[config.mk]
export PLATFORM = sky130hd
export DESIGN_NAME = sioad_decode
export DESIGN_NICKNAME = d
export VERILOG_FILES = /design/src/sioad_pkg.sv /design/src/sioad_decode.sv
export SDC_FILE = /design/constraint.sdc
export NUM_CORES = 1
export LEC_CHECK = 0
export BUFFER_PORTS_ARGS = -buffer_cell sky130_fd_sc_hd__buf_2
export CAP_MARGIN = 40
export CORE_ASPECT_RATIO = 1.2
export CORE_MARGIN = 1
export CORE_UTILIZATION = 56
export DETAILED_ROUTE_END_ITERATION = 16
export PLACE_DENSITY = 0.85
export SLEW_MARGIN = 10
export SYNTH_ARGS = -nofsm -noshare
export SYNTH_HDL_FRONTEND = slang
export SYNTH_SLANG_ARGS = --single-unit
[constraint.sdc]
create_clock -name CLK -period 2.8 [get_ports CLK]
set_input_delay 0.56 -clock CLK [delete_from_list [all_inputs] [get_ports CLK]]
set_output_delay 0.56 -clock CLK [all_outputs]
set_load 0.005 [all_outputs]
[src/sioad_pkg.sv]
// Constants, types and reset state for the host address decode block.
// Assumes a 50 MHz system clock and ISA-style synchronous I/O strobes.
package sioad_pkg;

  // Configuration port pair, chosen by a strap caught after reset
  localparam logic [9:0] SIOAD_CFG_PORT_PRI = 10'h3F0;
  localparam logic [9:0] SIOAD_CFG_PORT_ALT = 10'h370;
  localparam logic [7:0] SIOAD_KEY_ENTER = 8'h55;
  localparam logic [7:0] SIOAD_KEY_EXIT = 8'hAA;

  // Configuration register indices
  localparam logic [3:0] SIOAD_CI_FLP = 4'h0;
  localparam logic [3:0] SIOAD_CI_COM1 = 4'h1;
  localparam logic [3:0] SIOAD_CI_COM2 = 4'h2;
  localparam logic [3:0] SIOAD_CI_PAR = 4'h3;
  localparam logic [3:0] SIOAD_CI_PMODE = 4'h4;
  localparam logic [3:0] SIOAD_CI_IDE1 = 4'h5;
  localparam logic [3:0] SIOAD_CI_IDE2 = 4'h6;
  localparam logic [3:0] SIOAD_CI_GAME = 4'h7;
  localparam logic [3:0] SIOAD_CI_EXTIRQ = 4'h8;
  localparam logic [3:0] SIOAD_CI_SERIRQ = 4'h9;
  localparam logic [7:0] SIOAD_CFG_RESET = 8'h00;
  localparam int SIOAD_IRQ_EN_BIT = 3;

  // Floppy register offsets
  localparam logic [2:0] SIOAD_FO_STAT_A = 3'h0;
  localparam logic [2:0] SIOAD_FO_STAT_B = 3'h1;
  localparam logic [2:0] SIOAD_FO_FIFO = 3'h5;
  localparam logic [2:0] SIOAD_FO_RSVD = 3'h6;

  // Window masks and fixed offsets
  localparam logic [9:0] SIOAD_MASK8 = 10'h007;
  localparam logic [9:0] SIOAD_MASK4 = 10'h003;
  localparam logic [9:0] SIOAD_IDE_ALT_OFS = 10'h006;
  localparam logic [9:0] SIOAD_IDE_EXCL_A = 10'h377;
  localparam logic [9:0] SIOAD_IDE_EXCL_B = 10'h3F7;
  localparam logic [2:0] SIOAD_IDE_DATA_OFS = 3'h0;

  typedef enum logic [1:0] {
    SIOAD_PM_SPP = 2'h0,
    SIOAD_PM_EPP = 2'h1,
    SIOAD_PM_ECP = 2'h2
  } sioad_pmode_e;

  typedef enum logic [1:0] {
    SIOAD_CM_IDLE = 2'b00,
    SIOAD_CM_KEY1 = 2'b01,
    SIOAD_CM_ACTIVE = 2'b11
  } sioad_cmode_e;

  typedef struct packed {
    logic strap_done;
    logic strap_alt;
    sioad_cmode_e cfg_st;
    logic [3:0] cfg_idx;
    logic [15:0][7:0] cfg;
    logic iow_q;
    logic [7:0] flp_rd;
    logic [7:0] flp_wr;
    logic com1_n;
    logic com2_n;
    logic par_n;
    logic ide0_n;
    logic ide1_n;
    logic game_n;
    logic iocs16_n;
    logic sd_oe;
    logic sd_oe_hi;
    logic [15:0] sd_out;
  } sioad_state_s;

  localparam sioad_state_s SIOAD_ST_RESET = '{
    strap_done: 1'b0, strap_alt: 1'b0, cfg_st: SIOAD_CM_IDLE, cfg_idx: 4'h0,
    cfg: {16{SIOAD_CFG_RESET}}, iow_q: 1'b1, flp_rd: 8'h00, flp_wr: 8'h00,
    com1_n: 1'b1, com2_n: 1'b1, par_n: 1'b1, ide0_n: 1'b1, ide1_n: 1'b1,
    game_n: 1'b1, iocs16_n: 1'b1, sd_oe: 1'b0, sd_oe_hi: 1'b0, sd_out: 16'h0000};

endpackage

[src/sioad_decode.sv]
// Host I/O address decode, configuration port and interrupt steering.
// Assumes ISA strobes synchronous to CLK; pads tri-state from the enables.
`timescale 1ns/1ps
module sioad_decode
  import sioad_pkg::*;
(
  input wire logic CLK,
  input wire logic NRST,
  input wire logic POWER_VALID,
  input wire logic CFG_ALT_STRAP,
  input wire logic [10:0] SA,
  input wire logic AEN,
  input wire logic IOR_N,
  input wire logic IOW_N,
  input wire logic DACK_N,
  input wire logic [15:0] SD_IN,
  output logic [15:0] SD_OUT,
  output logic SD_OE,
  output logic SD_OE_HI,
  input wire logic [15:0] FUNC_RD_DATA,
  output logic [7:0] FLP_RD,
  output logic [7:0] FLP_WR,
  output logic COM1_SEL_N,
  output logic COM2_SEL_N,
  output logic PAR_SEL_N,
  output logic IDE_CS0_N,
  output logic IDE_CS1_N,
  output logic GAME_PORT_SELECT_N,
  output logic IOCS16_N,
  output logic CFG_MODE,
  output logic PINS_OE,
  input wire logic EXTERNAL_IRQ_INPUT,
  input wire logic SERIAL_IRQ,
  input wire logic RING_INDICATOR_IN,
  output logic RING_INDICATOR_OUT,
  output logic [7:0] STEERED_IRQ_OUTPUTS,
  output logic [7:0] IRQ_OE
);

  sioad_state_s s_r;
  sioad_state_s s_nxt;
  logic io;
  logic wr_edge;
  logic [9:0] cfg_port;
  logic cfg_idx_hit;
  logic cfg_dat_hit;
  logic game_hit;
  logic ide_alt_hit;

  // Window hit on a programmed base; zero base means disabled
  function automatic logic win_hit(input logic [9:0] a, input logic [7:0] base,
                                   input logic [9:0] mask);
    win_hit = (base != 8'h00) && (((a ^ {base, 2'b00}) & ~mask) == 10'h000);
  endfunction

  assign io = !AEN && !SA[10];
  assign wr_edge = s_r.iow_q && !IOW_N;
  assign cfg_port = s_r.strap_alt ? SIOAD_CFG_PORT_ALT : SIOAD_CFG_PORT_PRI;
  assign cfg_idx_hit = io && (SA[9:0] == cfg_port);
  assign cfg_dat_hit = io && (SA[9:0] == (cfg_port | 10'h001));
  assign game_hit = io && win_hit(SA[9:0], s_r.cfg[SIOAD_CI_GAME], SIOAD_MASK4);
  assign ide_alt_hit = io && (s_r.cfg[SIOAD_CI_IDE2] != 8'h00)
    && (SA[9:0] == ({s_r.cfg[SIOAD_CI_IDE2], 2'b00} + SIOAD_IDE_ALT_OFS))
    && (SA[9:0] != SIOAD_IDE_EXCL_A) && (SA[9:0] != SIOAD_IDE_EXCL_B);

  always_comb begin
    logic [2:0] off;
    logic flp_hit;
    logic blocked;
    logic par_hit;
    logic any_rd;
    logic [9:0] par_mask;
    off = SA[2:0];
    any_rd = 1'b0;
    flp_hit = io && win_hit(SA[9:0], s_r.cfg[SIOAD_CI_FLP], SIOAD_MASK8);
    blocked = (s_r.cfg_st == SIOAD_CM_ACTIVE)
      && ((off == SIOAD_FO_STAT_A) || (off == SIOAD_FO_STAT_B));
    par_mask = (s_r.cfg[SIOAD_CI_PMODE][1:0] == SIOAD_PM_SPP) ? SIOAD_MASK4 : SIOAD_MASK8;
    par_hit = (io && win_hit(SA[9:0], s_r.cfg[SIOAD_CI_PAR], par_mask))
      || (!AEN && SA[10] && (s_r.cfg[SIOAD_CI_PMODE][1:0] == SIOAD_PM_ECP)
      && win_hit(SA[9:0], s_r.cfg[SIOAD_CI_PAR], SIOAD_MASK4));
    s_nxt = s_r;
    s_nxt.iow_q = IOW_N;
    s_nxt.flp_rd = 8'h00;
    s_nxt.flp_wr = 8'h00;
    if (!s_r.strap_done) begin
      s_nxt.strap_done = 1'b1;
      s_nxt.strap_alt = CFG_ALT_STRAP;
    end
    // Configuration key sequence and data writes
    if (wr_edge && cfg_idx_hit) begin
      case (s_r.cfg_st)
        SIOAD_CM_IDLE: begin
          if (SD_IN[7:0] == SIOAD_KEY_ENTER) s_nxt.cfg_st = SIOAD_CM_KEY1;
        end
        SIOAD_CM_KEY1: begin
          s_nxt.cfg_st = (SD_IN[7:0] == SIOAD_KEY_ENTER) ? SIOAD_CM_ACTIVE : SIOAD_CM_IDLE;
        end
        SIOAD_CM_ACTIVE: begin
          if (SD_IN[7:0] == SIOAD_KEY_EXIT) s_nxt.cfg_st = SIOAD_CM_IDLE;
          else s_nxt.cfg_idx = SD_IN[3:0];
        end
        default: s_nxt.cfg_st = SIOAD_CM_IDLE;
      endcase
    end
    if (wr_edge && cfg_dat_hit && (s_r.cfg_st == SIOAD_CM_ACTIVE)) begin
      s_nxt.cfg[s_r.cfg_idx] = SD_IN[7:0];
    end
    // Floppy register strobes
    if (flp_hit && !IOR_N && (off != SIOAD_FO_RSVD) && !blocked) begin
      s_nxt.flp_rd[off] = 1'b1;
    end
    if (flp_hit && !IOW_N && (off != SIOAD_FO_RSVD) && (off != SIOAD_FO_STAT_A)
        && (off != SIOAD_FO_STAT_B)) begin
      s_nxt.flp_wr[off] = 1'b1;
    end
    if (AEN && !DACK_N) begin
      s_nxt.flp_rd[SIOAD_FO_FIFO] = !IOR_N;
      s_nxt.flp_wr[SIOAD_FO_FIFO] = !IOW_N;
    end
    s_nxt.com1_n = !(io && win_hit(SA[9:0], s_r.cfg[SIOAD_CI_COM1], SIOAD_MASK8)
      && !(IOR_N && IOW_N));
    s_nxt.com2_n = !(io && win_hit(SA[9:0], s_r.cfg[SIOAD_CI_COM2], SIOAD_MASK8)
      && !(IOR_N && IOW_N));
    s_nxt.par_n = !(par_hit && !(IOR_N && IOW_N));
    s_nxt.ide0_n = !(io && win_hit(SA[9:0], s_r.cfg[SIOAD_CI_IDE1], SIOAD_MASK8)
      && !(IOR_N && IOW_N));
    s_nxt.ide1_n = !(ide_alt_hit && !(IOR_N && IOW_N));
    s_nxt.game_n = !game_hit;
    s_nxt.iocs16_n = !(!s_nxt.ide0_n && (off == SIOAD_IDE_DATA_OFS));
    any_rd = (|s_nxt.flp_rd) || !s_nxt.com1_n || !s_nxt.com2_n || !s_nxt.par_n
      || !s_nxt.ide0_n || !s_nxt.ide1_n;
    s_nxt.sd_oe = !IOR_N && any_rd;
    s_nxt.sd_oe_hi = !IOR_N && !s_nxt.iocs16_n;
    s_nxt.sd_out = FUNC_RD_DATA;
    // Power-valid low: freeze state, release all strobes
    if (!POWER_VALID) begin
      s_nxt = s_r;
      s_nxt.flp_rd = 8'h00;
      s_nxt.flp_wr = 8'h00;
      s_nxt.com1_n = 1'b1;
      s_nxt.com2_n = 1'b1;
      s_nxt.par_n = 1'b1;
      s_nxt.ide0_n = 1'b1;
      s_nxt.ide1_n = 1'b1;
      s_nxt.game_n = 1'b1;
      s_nxt.iocs16_n = 1'b1;
      s_nxt.sd_oe = 1'b0;
      s_nxt.sd_oe_hi = 1'b0;
    end
  end

  always_ff @(posedge CLK or negedge NRST) begin
    if (!NRST) s_r <= SIOAD_ST_RESET;
    else s_r <= s_nxt;
  end

  assign SD_OUT = s_r.sd_out;
  assign SD_OE = s_r.sd_oe;
  assign SD_OE_HI = s_r.sd_oe_hi;
  assign FLP_RD = s_r.flp_rd;
  assign FLP_WR = s_r.flp_wr;
  assign COM1_SEL_N = s_r.com1_n;
  assign COM2_SEL_N = s_r.com2_n;
  assign PAR_SEL_N = s_r.par_n;
  assign IDE_CS0_N = s_r.ide0_n;
  assign IDE_CS1_N = s_r.ide1_n;
  assign GAME_PORT_SELECT_N = s_r.game_n;
  assign IOCS16_N = s_r.iocs16_n;
  assign CFG_MODE = (s_r.cfg_st == SIOAD_CM_ACTIVE);
  assign PINS_OE = POWER_VALID;
  assign RING_INDICATOR_OUT = RING_INDICATOR_IN;

  // Interrupt steering, one line per output
  genvar gi;
  generate
    for (gi = 0; gi < 8; gi++) begin : g_irq
      logic ext_sel;
      logic ser_sel;
      assign ext_sel = POWER_VALID && s_r.cfg[SIOAD_CI_EXTIRQ][SIOAD_IRQ_EN_BIT]
        && (s_r.cfg[SIOAD_CI_EXTIRQ][2:0] == 3'(gi));
      assign ser_sel = s_r.cfg[SIOAD_CI_SERIRQ][SIOAD_IRQ_EN_BIT]
        && (s_r.cfg[SIOAD_CI_SERIRQ][2:0] == 3'(gi));
      assign STEERED_IRQ_OUTPUTS[gi] = (ext_sel && EXTERNAL_IRQ_INPUT)
        || (ser_sel && SERIAL_IRQ);
      assign IRQ_OE[gi] = ext_sel || ser_sel;
    end
  endgenerate
endmodule // sioad_decode

After elaboration in Yosys (flattened, before gate mapping)
Cells that the tools add are included.

storage, ports and cells
  register bits = 178
  input bits = 54
  output and inout bits = 60
  logic and storage cells = 235

cells by class
  bitwise gates (word level) = 10
  mux-type cells = 16
  reduce and logical (&&, ||, !) cells = 142
  magnitude comparators = 4
  equality and inequality tests = 29
  $add $sub $neg = 1

operators with widths
  kind                     number
  $bwmux W128              1
  $logic_and A1 B1 Y1      80
  $logic_not A10 Y1        7
  $xor A10 B10 Y10         6
  $reduce_bool A8 Y1       7
  $mux W41                 1
  $demux W8 S4             1
  $mux W8                  4
  $eq A10 B10 Y1           3
  $eq A3 B3 Y1 const B     8
  $logic_or A1 B1 Y1       23
  $ne A10 B10 Y1 const B   2
  $logic_not A1 Y1         14
  $eq A3 B2 Y1 const B     4
  $add A10 B3 Y10 const B  1
  $and A10 B10 Y10         1
  $not A3 Y10              1
  $eq A3 B1 Y1 const B     3
  $logic_not A3 Y1         3
  $eq A8 B7 Y1 const B     1
  $eq A8 B8 Y1 const B     1
  $reduce_and A4 Y1        2
  $reduce_or A8 Y1         1
  $mux W2                  3
  18 further kinds         24

Depth between registers and ports, before layout
Gate-level depths: netlist (run 1).

  depth after elaboration = 17
  mapped depth = 8
  mapped depth without buffers = 8

Least setup slack after synthesis (run 1)
OpenSTA, ideal clock, no wires.

  kind = in2reg
  start = input SA[6]
  end = register s_r[115] in the netlist's numbering
  arrival time = 2.490 ns
  setup slack = 0.185 ns
  library setup time = 0.125 ns
  buffers on the path = 1
  stages = 6
  required time = 2.675 ns
  cell sequence = buf_4 -> nand4_4 -> or4_4 -> or4_4 -> nor3b_4 -> mux2_2

between the ends
  cells in the longest elaborated chain, start to end = 5

ends and longest elaborated chain
  element                           line                 RTL
  from (decl)                       sioad_decode.sv:11   input wire logic [10:0] SA,
  $eq A10 B10 Y1                    sioad_decode.sv:60   assign cfg_dat_hit = io && (SA[9:0] == (cfg_port | 10'h001));
  $logic_and A1 B1 Y1               sioad_decode.sv:60
  $logic_and A1 B1 Y1 (2 in a row)  sioad_decode.sv:106  if (wr_edge && cfg_dat_hit && (s_r.cfg_st == SIOAD_CM_ACTIVE)) begin
  $reduce_and A2 Y1 (no line)       -
  to (signal assigned)              sioad_decode.sv:155  else s_r <= s_nxt;
  to (decl)                         sioad_decode.sv:40   sioad_state_s s_r;

No other way between the ends.
A chain may end at the register's enable or synchronous reset.

==> summary.md, run 1 <==
| Metric | Value |
|---|---|
| DRC | 0 |
| Die Y-Extent | 115 um |
| Drt first pass iters | 6 |
| Area of the multi-input gates | 2580 um^2 |
| Area grow syn2layout | 16.8% |
| Gpl congestion | 0.886 |
| Ys Warns | 0 |
| Most frequent cells in the layout | dfrtp_1 (108), buf_2 (102), mux2_2 (83) |
| Share of layout cells above drive strength 1 | 41.5% |
| Final ANT Viol Nets | 0 |
| Cell row count | 40 |
| Max Transition Viols Final | 0 |
| Vias | 4445 |
| Wirelength, routed | 13.9 mm |
| # diodes | 0 |
| Fill count | 724 |
| H-tree levels | 4 |
| Final Instance Area | 6910 um^2 |
| Hold/Removal Path Class | in -> async |
| Post-CTS Setup Bufs | 0 |
| Initial core utilization | 58.2% |
| Worst Path Arrival | 2.93 ns |
| Global Route Usage Sum | 27.7% |
| Max-cap check violation count | 0 |
| CTS root buffer | clkbuf_16 |
| Vias in the first global route | 4614 |
| CP Max Fanout | 7 |
| Worst EP required | 3.13 ns |
| Hold Fails Final Rpt | 0 |
| Initial drt markers | 337 |
| Status | finished clean |
| Clock Latency Late Sink | 0.41 ns |
| Die Width | 95.8 um |
| Via density | 6.04 |
| FF+latch count, synth | 116 |
| Largest net degree at the start of global routing | 55 |
| Clk buf depth | 2 |
| Cells after Synth | 510 |
| Port Buf Inserts | 103 |
| Initial antenna violation count | 0 |
| Critical setup path kind | reg -> reg |
| Leakage | 0.00337 uW |
| Setup TNS Final | 0 ns |
| Most common cell after layout, fill and taps aside | dfrtp_1 |
| F_max | 0.384 GHz |
| Final Cycle Share | 92.9% |
| Core area | 10200 um^2 |
| Post-synth EDFFs | 0 |
| RSZ-0062 raised after global routing | false |
| Post-synthesis sequential area ratio | 49.3% |
| Final Setup Violations | 0 |
| Max rail drop VDD | 375 uV |
| Reg clk slew, reported paths | 0.05 ns |
| GR Overflow Total | 0 |
| First-pass GRT wire length | 22.5 mm |
| Clock skew | 0.00755 ns |
| Mapped Avg Cell Area | 11.6 um^2 |
| CP Capture Type | register |
| Final nets | 653 |
| Post-synth ARST share | 100% |
| Dpl cell area | 6380 um^2 |
| CTS buffer count | 17 |
| Register Area | 2910 um^2 |
| Final min period | 2.60 ns |
| Clk sinks | 116 |
| Die footprint | 11000 um^2 |
| PwrDens | 567 nW/um^2 |
| Worst-margin pin slew | 0.475 ns |
| Dpl hpwl | 9.52 mm |
| Commonest register cell after synthesis | dfrtp_1 |
| IO Count | 114 |
| Wire length per cell | 18.9 um |
| Worst relative slew slack | 67.5% |
| Hold Buf Count CTS | 0 |
| # resized after CTS | 0 |
| CP startpoint kind | register |
| CTS tree | built |
| Syn Std Cell Area | 5910 um^2 |
| Post-synthesis cell type count | 58 |
[final timing paths]
| kind | end | depth (start not counted) | start | slack [ns] |
|---|---|---|---|---|
| min | s_r[54] | 1 | NRST | 0.10 |
| max reg2reg | IDE_CS1_N | 8 | s_r[90] | 0.20 |
| min reg2reg | s_r[177] | 1 | s_r[177] | 0.49 |
| min in group CLK | SD_OUT[14] | 2 | FUNC_RD_DATA[14] | 0.38 |
| max | IDE_CS1_N | 8 | s_r[90] | 0.20 |
| max in group asynchronous | IDE_CS1_N | 2 | NRST | 1.91 |
[through the flow]
stage,worst slack [ns],power (uW),hold WS (ns),utilization (%),instances
after floorplan,0.185,1910,0.264,-,513
after global routing,0.116,4060,0.125,68.0,736
after detailed placement,0.00755,2030,0.474,62.8,704
final,0.198,3920,0.104,68.0,736
after global placement,0.0543,2020,0.466,62.8,704
after CTS,0.201,3950,0.108,68.0,736
[critical path, cell delays in order (launching register included)]
cell and delay, ns:
dfrtp_1 0.48, inv_1 0.08, ha_1 0.31, xor2_1 0.14, nor2_1 0.08, nand4_1 0.09
or4_1 0.52, or4_1 0.53, or2_2 0.29
[synthesized netlist by cell type (8+ instances only)]
cell type	number	share of area [%]
nor2_1	23	1.5
a21oi_1	13	1.1
dfstp_2	8	3.6
dfrtp_1	108	46
inv_1	16	1.0
nand2_1	18	1.1
mux2_2	83	16
nand4_1	8	0.85
xor2_1	32	4.7
clkbuf_1	8	0.51
nor3_1	11	0.93
nor4_1	14	1.5
xnor2_1	16	2.4
buf_4	37	4.7
o22ai_1	16	1.7
[flip-flops by register name (all words and copies together) (netlist names), 8 cells and up]
| signal | cells |
|---|---|
| FLP_RD | 8 |
| FLP_WR | 8 |
| SD_OUT | 16 |
| s_r | 75 |
[final cells by class]
class / count / area share (%)
Tap cell: 126 / 2.28
Clock inverter: 6 / 0.435
Inverter: 16 / 0.869
Sequential cell: 116 / 42.2
Multi-Input combinational cell: 327 / 37.4
Clock buffer: 26 / 7.23
Timing Repair Buffer: 119 / 9.60
[power breakdown]
part / switching, uW / internal (uW)
logic: 167 / 110
clock network: 704 / 1210
registers: 13.3 / 1710
total: 884 / 3030
[kinds of logic (layout without fill, tap and decap cells)]
logic type,count (synthesis),in the layout,share of synthesized area (%)
adder cells (fa/ha/maj),2,2,0.423
multiplexers,85,85,16.2
AO/OA/AOI/OAI,60,60,6.56
flip-flops,116,116,49.3
other,1,4,0.0634
XOR/XNOR,48,48,7.11
AND/OR/NAND/NOR,128,128,13.2
buffers and inverters,70,167,7.20
[routing by layer]
layer  global-route usage [%]  up-vias  share of wire, %
met1                     33.5     2196                39
li1                         -     1961                 -
met3                     6.51       48               7.5
met4                     15.2        0               3.4
met5                        0        -                 0
met2                     45.4      240                50
(Power assumes the default switching activity.)
==> run 2: changes to the inputs <==
- REMOVE_ABC_BUFFERS: default -> 1
- SKIP_CTS_REPAIR_TIMING: default -> 1
==> summary.md, run 2 (synthesis gave the netlist of run 1 again) <==
| Metric | Value |
|---|---|
| Critical-path cell list | inv_1 -> ha_1 -> xor2_1 -> nor2_1 -> nand4_1 -> or4_1 -> or4_1 -> or2_2 |
| Status | finished clean |
| Initial antenna violation count | 0 |
| Pre-CTS setup slack | -0.0106 ns |
| Largest Register | s_r |
| Core area | 10200 um^2 |
| Die Y-Extent | 115 um |
| First-pass GRT wire length | 22.9 mm |
| CP startpoint kind | register |
| Max Transition Viols Final | 0 |
| CP Capture Type | register |
| Max stage delay on crit path | 0.56 ns |
| Via density | 6.09 |
| Levels on crit path | 8 |
| Drt first pass iters | 6 |
| Port Buf Inserts | 103 |
| Die Width | 95.8 um |
| Area grow syn2layout | 18.1% |
| Worst relative slew slack | 66.4% |
| Initial drt markers | 305 |
| Reg2reg setup slack | 0.20 ns |
| R2r startpoint | s_r[91] |
| F_max | 0.385 GHz |
| Share of layout cells above drive strength 1 | 42.5% |
| Global Route Usage Sum | 28.3% |
| Wirelength, routed | 14.5 mm |
| Max rail drop VDD | 441 uV |
| RSZ-0062 raised after global routing | false |
| Number of flip-flops under the largest register name | 75 |
| Clk sinks | 116 |
| DRC | 0 |
| Dpl hpwl | 9.70 mm |
| Worst-margin pin slew | 0.503 ns |
| GR Overflow Total | 0 |
| Most used cell, CP | or4_1 |
| Hold slack | 0.377 ns |
| Final nets | 659 |
| Final ANT Viol Nets | 0 |
| CTS tree | built |
| Most frequent cells in the layout | dfrtp_1 (108), buf_2 (102), mux2_2 (83) |
| Critical setup path kind | reg -> reg |
| Clock Latency Late Sink | 0.41 ns |
| Clk buf depth | 2 |
| Initial core utilization | 58.2% |
| Max-cap check violation count | 0 |
| Clock skew | 0.00473 ns |
| Hold/Removal Path Class | in -> reg |
| Final Cycle Share | 92.7% |
| Dpl cell area | 6400 um^2 |
| Area of the multi-input gates | 2580 um^2 |
| CTS buffer count | 17 |
| Met2 wire length | 7.57 mm |
| Largest net degree at the start of global routing | 50 |
| Critical Path Source | s_r[91] |
| Bufs and invs on worst path | 1 |
| Utilization after layout | 68.7% |
| Fill count | 698 |
| Die footprint | 11000 um^2 |
| Most common cell after layout, fill and taps aside | dfrtp_1 |
| Met3 wire length | 973 um |
| Met1 WL | 5.44 mm |
| R2R Path End | IDE_CS1_N |
| Vias | 4520 |
| Slowest CP cell | or4_1 |
| # diodes | 0 |
| Final min period | 2.60 ns |
| CP Capture Point | IDE_CS1_N |
| Setup TNS Final | 0 ns |
| FF-to-FF path depth | 8 |
| PwrDens | 586 nW/um^2 |
| Worst Path Arrival | 2.93 ns |
| H-tree levels | 4 |
| Gpl congestion | 0.873 |
| DR top layer | met4 |
| Worst Hold Depth | 2 |
| Wire length per cell | 19.5 um |
| IO Count | 114 |
| Setup ws final | 0.205 ns |
| Register Area | 2910 um^2 |
| Top delay family on crit path | simple AND/OR/NAND/NOR gates |
| Final Setup Violations | 0 |
| Reg clk slew, reported paths | 0.05 ns |
| Leakage | 0.00342 uW |
| Hold Fails Final Rpt | 0 |
| CP Max Fanout | 6 |
| Final Instance Area | 6980 um^2 |
| CTS root buffer | clkbuf_16 |
| Worst EP required | 3.13 ns |
| Cell row count | 40 |
| Vias in the first global route | 4733 |
==> run 2: worst min-delay path by stage <==
stage / from / end
finish: FUNC_RD_DATA[9] / SD_OUT[9]
global route: FUNC_RD_DATA[2] / SD_OUT[2]
detailed placement: NRST / s_r[50]
global placement: NRST / s_r[50]
CTS: NRST / s_r[57]
floorplan: NRST / FLP_RD[0]
==> run 2: layout make-up <==
class | count | area share, %
clock buffers | 20 | 6.54
clock inverters | 12 | 1.61
inverters | 16 | 0.860
multi-input cells | 327 | 37.0
flip-flops and latches | 116 | 41.7
well taps | 126 | 2.26
repair buffers | 125 | 10.0
==> run 2: power breakdown <==
group	internal (uW)	switching [uW]
clock network	1340	745
logic	114	171
registers	1710	14.2
total	3160	930
==> run 2: per-layer routing <==
layer / vias up / global-route usage [%]
met3: 53 / 7.10
met2: 215 / 48.2
li1: 1981 / -
met4: 0 / 16.1
met5: - / 0
met1: 2271 / 31.7
==> run 2: worst register-to-register path: stages (launching register included) <==
cell and delay, ns:
dfrtp_1 0.45, inv_1 0.08, ha_1 0.29, xor2_1 0.15
nor2_1 0.10, nand4_1 0.09, or4_1 0.52, or4_1 0.56
or2_2 0.30
==> run 2: stage by stage <==
step | power (uW) | instances
after floorplan | 1840 | 459
after global placement | 2020 | 709
after detailed placement | 2030 | 709
after CTS | 4110 | 741
after global routing | 4220 | 742
final | 4090 | 742
==> run 3: changes to the inputs <==
- CORE_UTILIZATION: 56 -> 60
- PLACE_DENSITY: 0.85 -> 0.9
- clock period: 2.8 -> 3.1 ns (I/O delays scaled with it)
==> summary.md, run 3 (synthesis gave the netlist of run 1 again) <==
| Metric | Value |
|---|---|
| Final Setup Violations | 0 |
| Worst Path Arrival | 3.02 ns |
| Area of the multi-input gates | 2580 um^2 |
| CP Max Fanout | 7 |
| GR Overflow Total | 0 |
| F_max | 0.372 GHz |
| Final Instance Area | 6910 um^2 |
| RSZ-0062 raised after global routing | false |
| Max stage delay on crit path | 0.56 ns |
| Global Route Usage Sum | 30.3% |
| Register share of total power | 41.8% |
| Clock share of power | 51.5% |
| H-tree levels | 4 |
| # diodes | 0 |
| Max rail drop VDD | 431 uV |
| Final Cycle Share | 86.8% |
| Pint | 2930 uW |
| Drt first pass iters | 5 |
| Slowest CP cell | or4_1 |
| Clock skew | 0.00998 ns |
| Area grow syn2layout | 16.9% |
| Hold Fails Final Rpt | 0 |
| Worst relative slew slack | 55.0% |
| Largest net degree at the start of global routing | 67 |
| Critical-path cell list | inv_1 -> ha_1 -> xor2_1 -> nor2_1 -> nand4_1 -> or4_1 -> or4_1 -> or2_2 |
| Most common cell after layout, fill and taps aside | dfrtp_1 |
| Number of flip-flops under the largest register name | 75 |
| Status | finished clean |
| First-pass GRT wire length | 23.4 mm |
| Most used cell, CP | or4_1 |
| Sw frac | 21.7% |
| CP Capture Type | register |
| Dpl cell area | 6320 um^2 |
| Power share of the combinational group | 6.7% |
| Vias | 4573 |
| Most frequent cells in the layout | dfrtp_1 (108), buf_2 (102), mux2_2 (83) |
| Cell row count | 39 |
| Setup TNS Final | 0 ns |
| Max-cap check violation count | 0 |
| Largest Register | s_r |
| Die footprint | 10300 um^2 |
| Clk sinks | 116 |
| Dpl hpwl | 9.59 mm |
| PwrDens | 541 nW/um^2 |
| CTS tree | built |
| Wirelength, routed | 14.9 mm |
| Gpl congestion | 0.912 |
| Final min period | 2.69 ns |
| Max Transition Viols Final | 0 |
| Register Area | 2910 um^2 |
| Via density | 6.28 |
| Port Buf Inserts | 103 |
| Final ANT Viol Nets | 0 |
| P_sw | 809 uW |
| Vias in the first global route | 4685 |
| Initial core utilization | 61.8% |
| Reg clk slew, reported paths | 0.05 ns |
| Worst EP required | 3.43 ns |
| Share of layout cells above drive strength 1 | 40.8% |
| Initial drt markers | 504 |
| Clock Latency Late Sink | 0.42 ns |
| Initial antenna violation count | 0 |
| Power Total | 3740 uW |
| CTS buffer count | 17 |
| IO Count | 114 |
| DRC | 0 |
| Core area | 9560 um^2 |
| Fill count | 612 |
| CTS root buffer | clkbuf_16 |
| Die Width | 92.6 um |
| Critical setup path kind | reg -> reg |
| Clk buf depth | 2 |
| Final nets | 648 |
| Die Y-Extent | 111 um |
| Hold/Removal Path Class | in -> async |
| CP startpoint kind | register |
| Worst-margin pin slew | 0.675 ns |
| Wire length per cell | 20.5 um |
| Leakage | 0.00336 uW |
-- run 3: changes by cell type in the layout (fill, tap and decap cells not counted) --
cell,previous run,this run
dlygate4sd3_1,1,0
clkinv_2,9,2
clkbuf_8,2,5
clkbuf_1,1,6
buf_4,21,11
clkinvlp_4,1,0
-- run 3: final timing paths --
check / start / cells after the start / slack [ns] / to
min in group CLK: FUNC_RD_DATA[8] / 2 / 0.43 / SD_OUT[8]
setup / recovery: s_r[90] / 8 / 0.41 / IDE_CS1_N
hold reg to reg: s_r[177] / 1 / 0.49 / s_r[177]
hold / removal: NRST / 1 / 0.24 / s_r[86]
setup reg to reg: s_r[90] / 8 / 0.41 / IDE_CS1_N
max in group asynchronous: NRST / 2 / 2.03 / GAME_PORT_SELECT_N
-- run 3: power by group through the flow --
stage          clock network, uW  logic (uW)  registers, uW
3_5_place_dp                   0         244           1580
3_3_place_gp                   0         235           1580
2_1_floorplan                  0        74.8           1590
6_report                    1920         252           1560
5_1_grt                     2010         271           1560
4_1_cts                     1940         249           1560
-- run 3: final cells by class --
cell class	count	share of cell area, %
clock buffer	28	7.48
clock inverter	4	1.01
inverter	16	0.869
multi-input combinational	327	37.4
sequential	116	42.1
tap	123	2.23
timing repair buffer	114	8.87
-- run 3: critical path, delay by kind of cell (launching register included) --
kind / cells / cell delay, ns
xor gates and xnor gates: 1 / 0.14
adders and majority gates: 1 / 0.30
buffers and inverters: 1 / 0.07
DFF: 1 / 0.47
and+or+nand+nor: 5 / 1.62
-- run 3: stage by stage --
stage / instances / utilization, % / hold WS (ns) / setup WS [ns]
2_1_floorplan: 459 / - / 0.324 / 0.458
3_3_place_gp: 696 / 66.1 / 0.466 / 0.232
3_5_place_dp: 696 / 66.1 / 0.478 / 0.128
4_1_cts: 728 / 72.3 / 0.260 / 0.395
5_1_grt: 728 / 72.3 / 0.292 / 0.301
6_report: 728 / 72.3 / 0.239 / 0.410
-- run 3: metal layers --
metal  vias to the layer above  GRT usage, %  part of all wire (%)
met4                         0          19.0                   4.9
met5                         -             0                     0
met1                      2276          34.1                    37
met2                       258          50.0                    51
li1                       1962             -                     -
met3                        77          8.85                   7.7
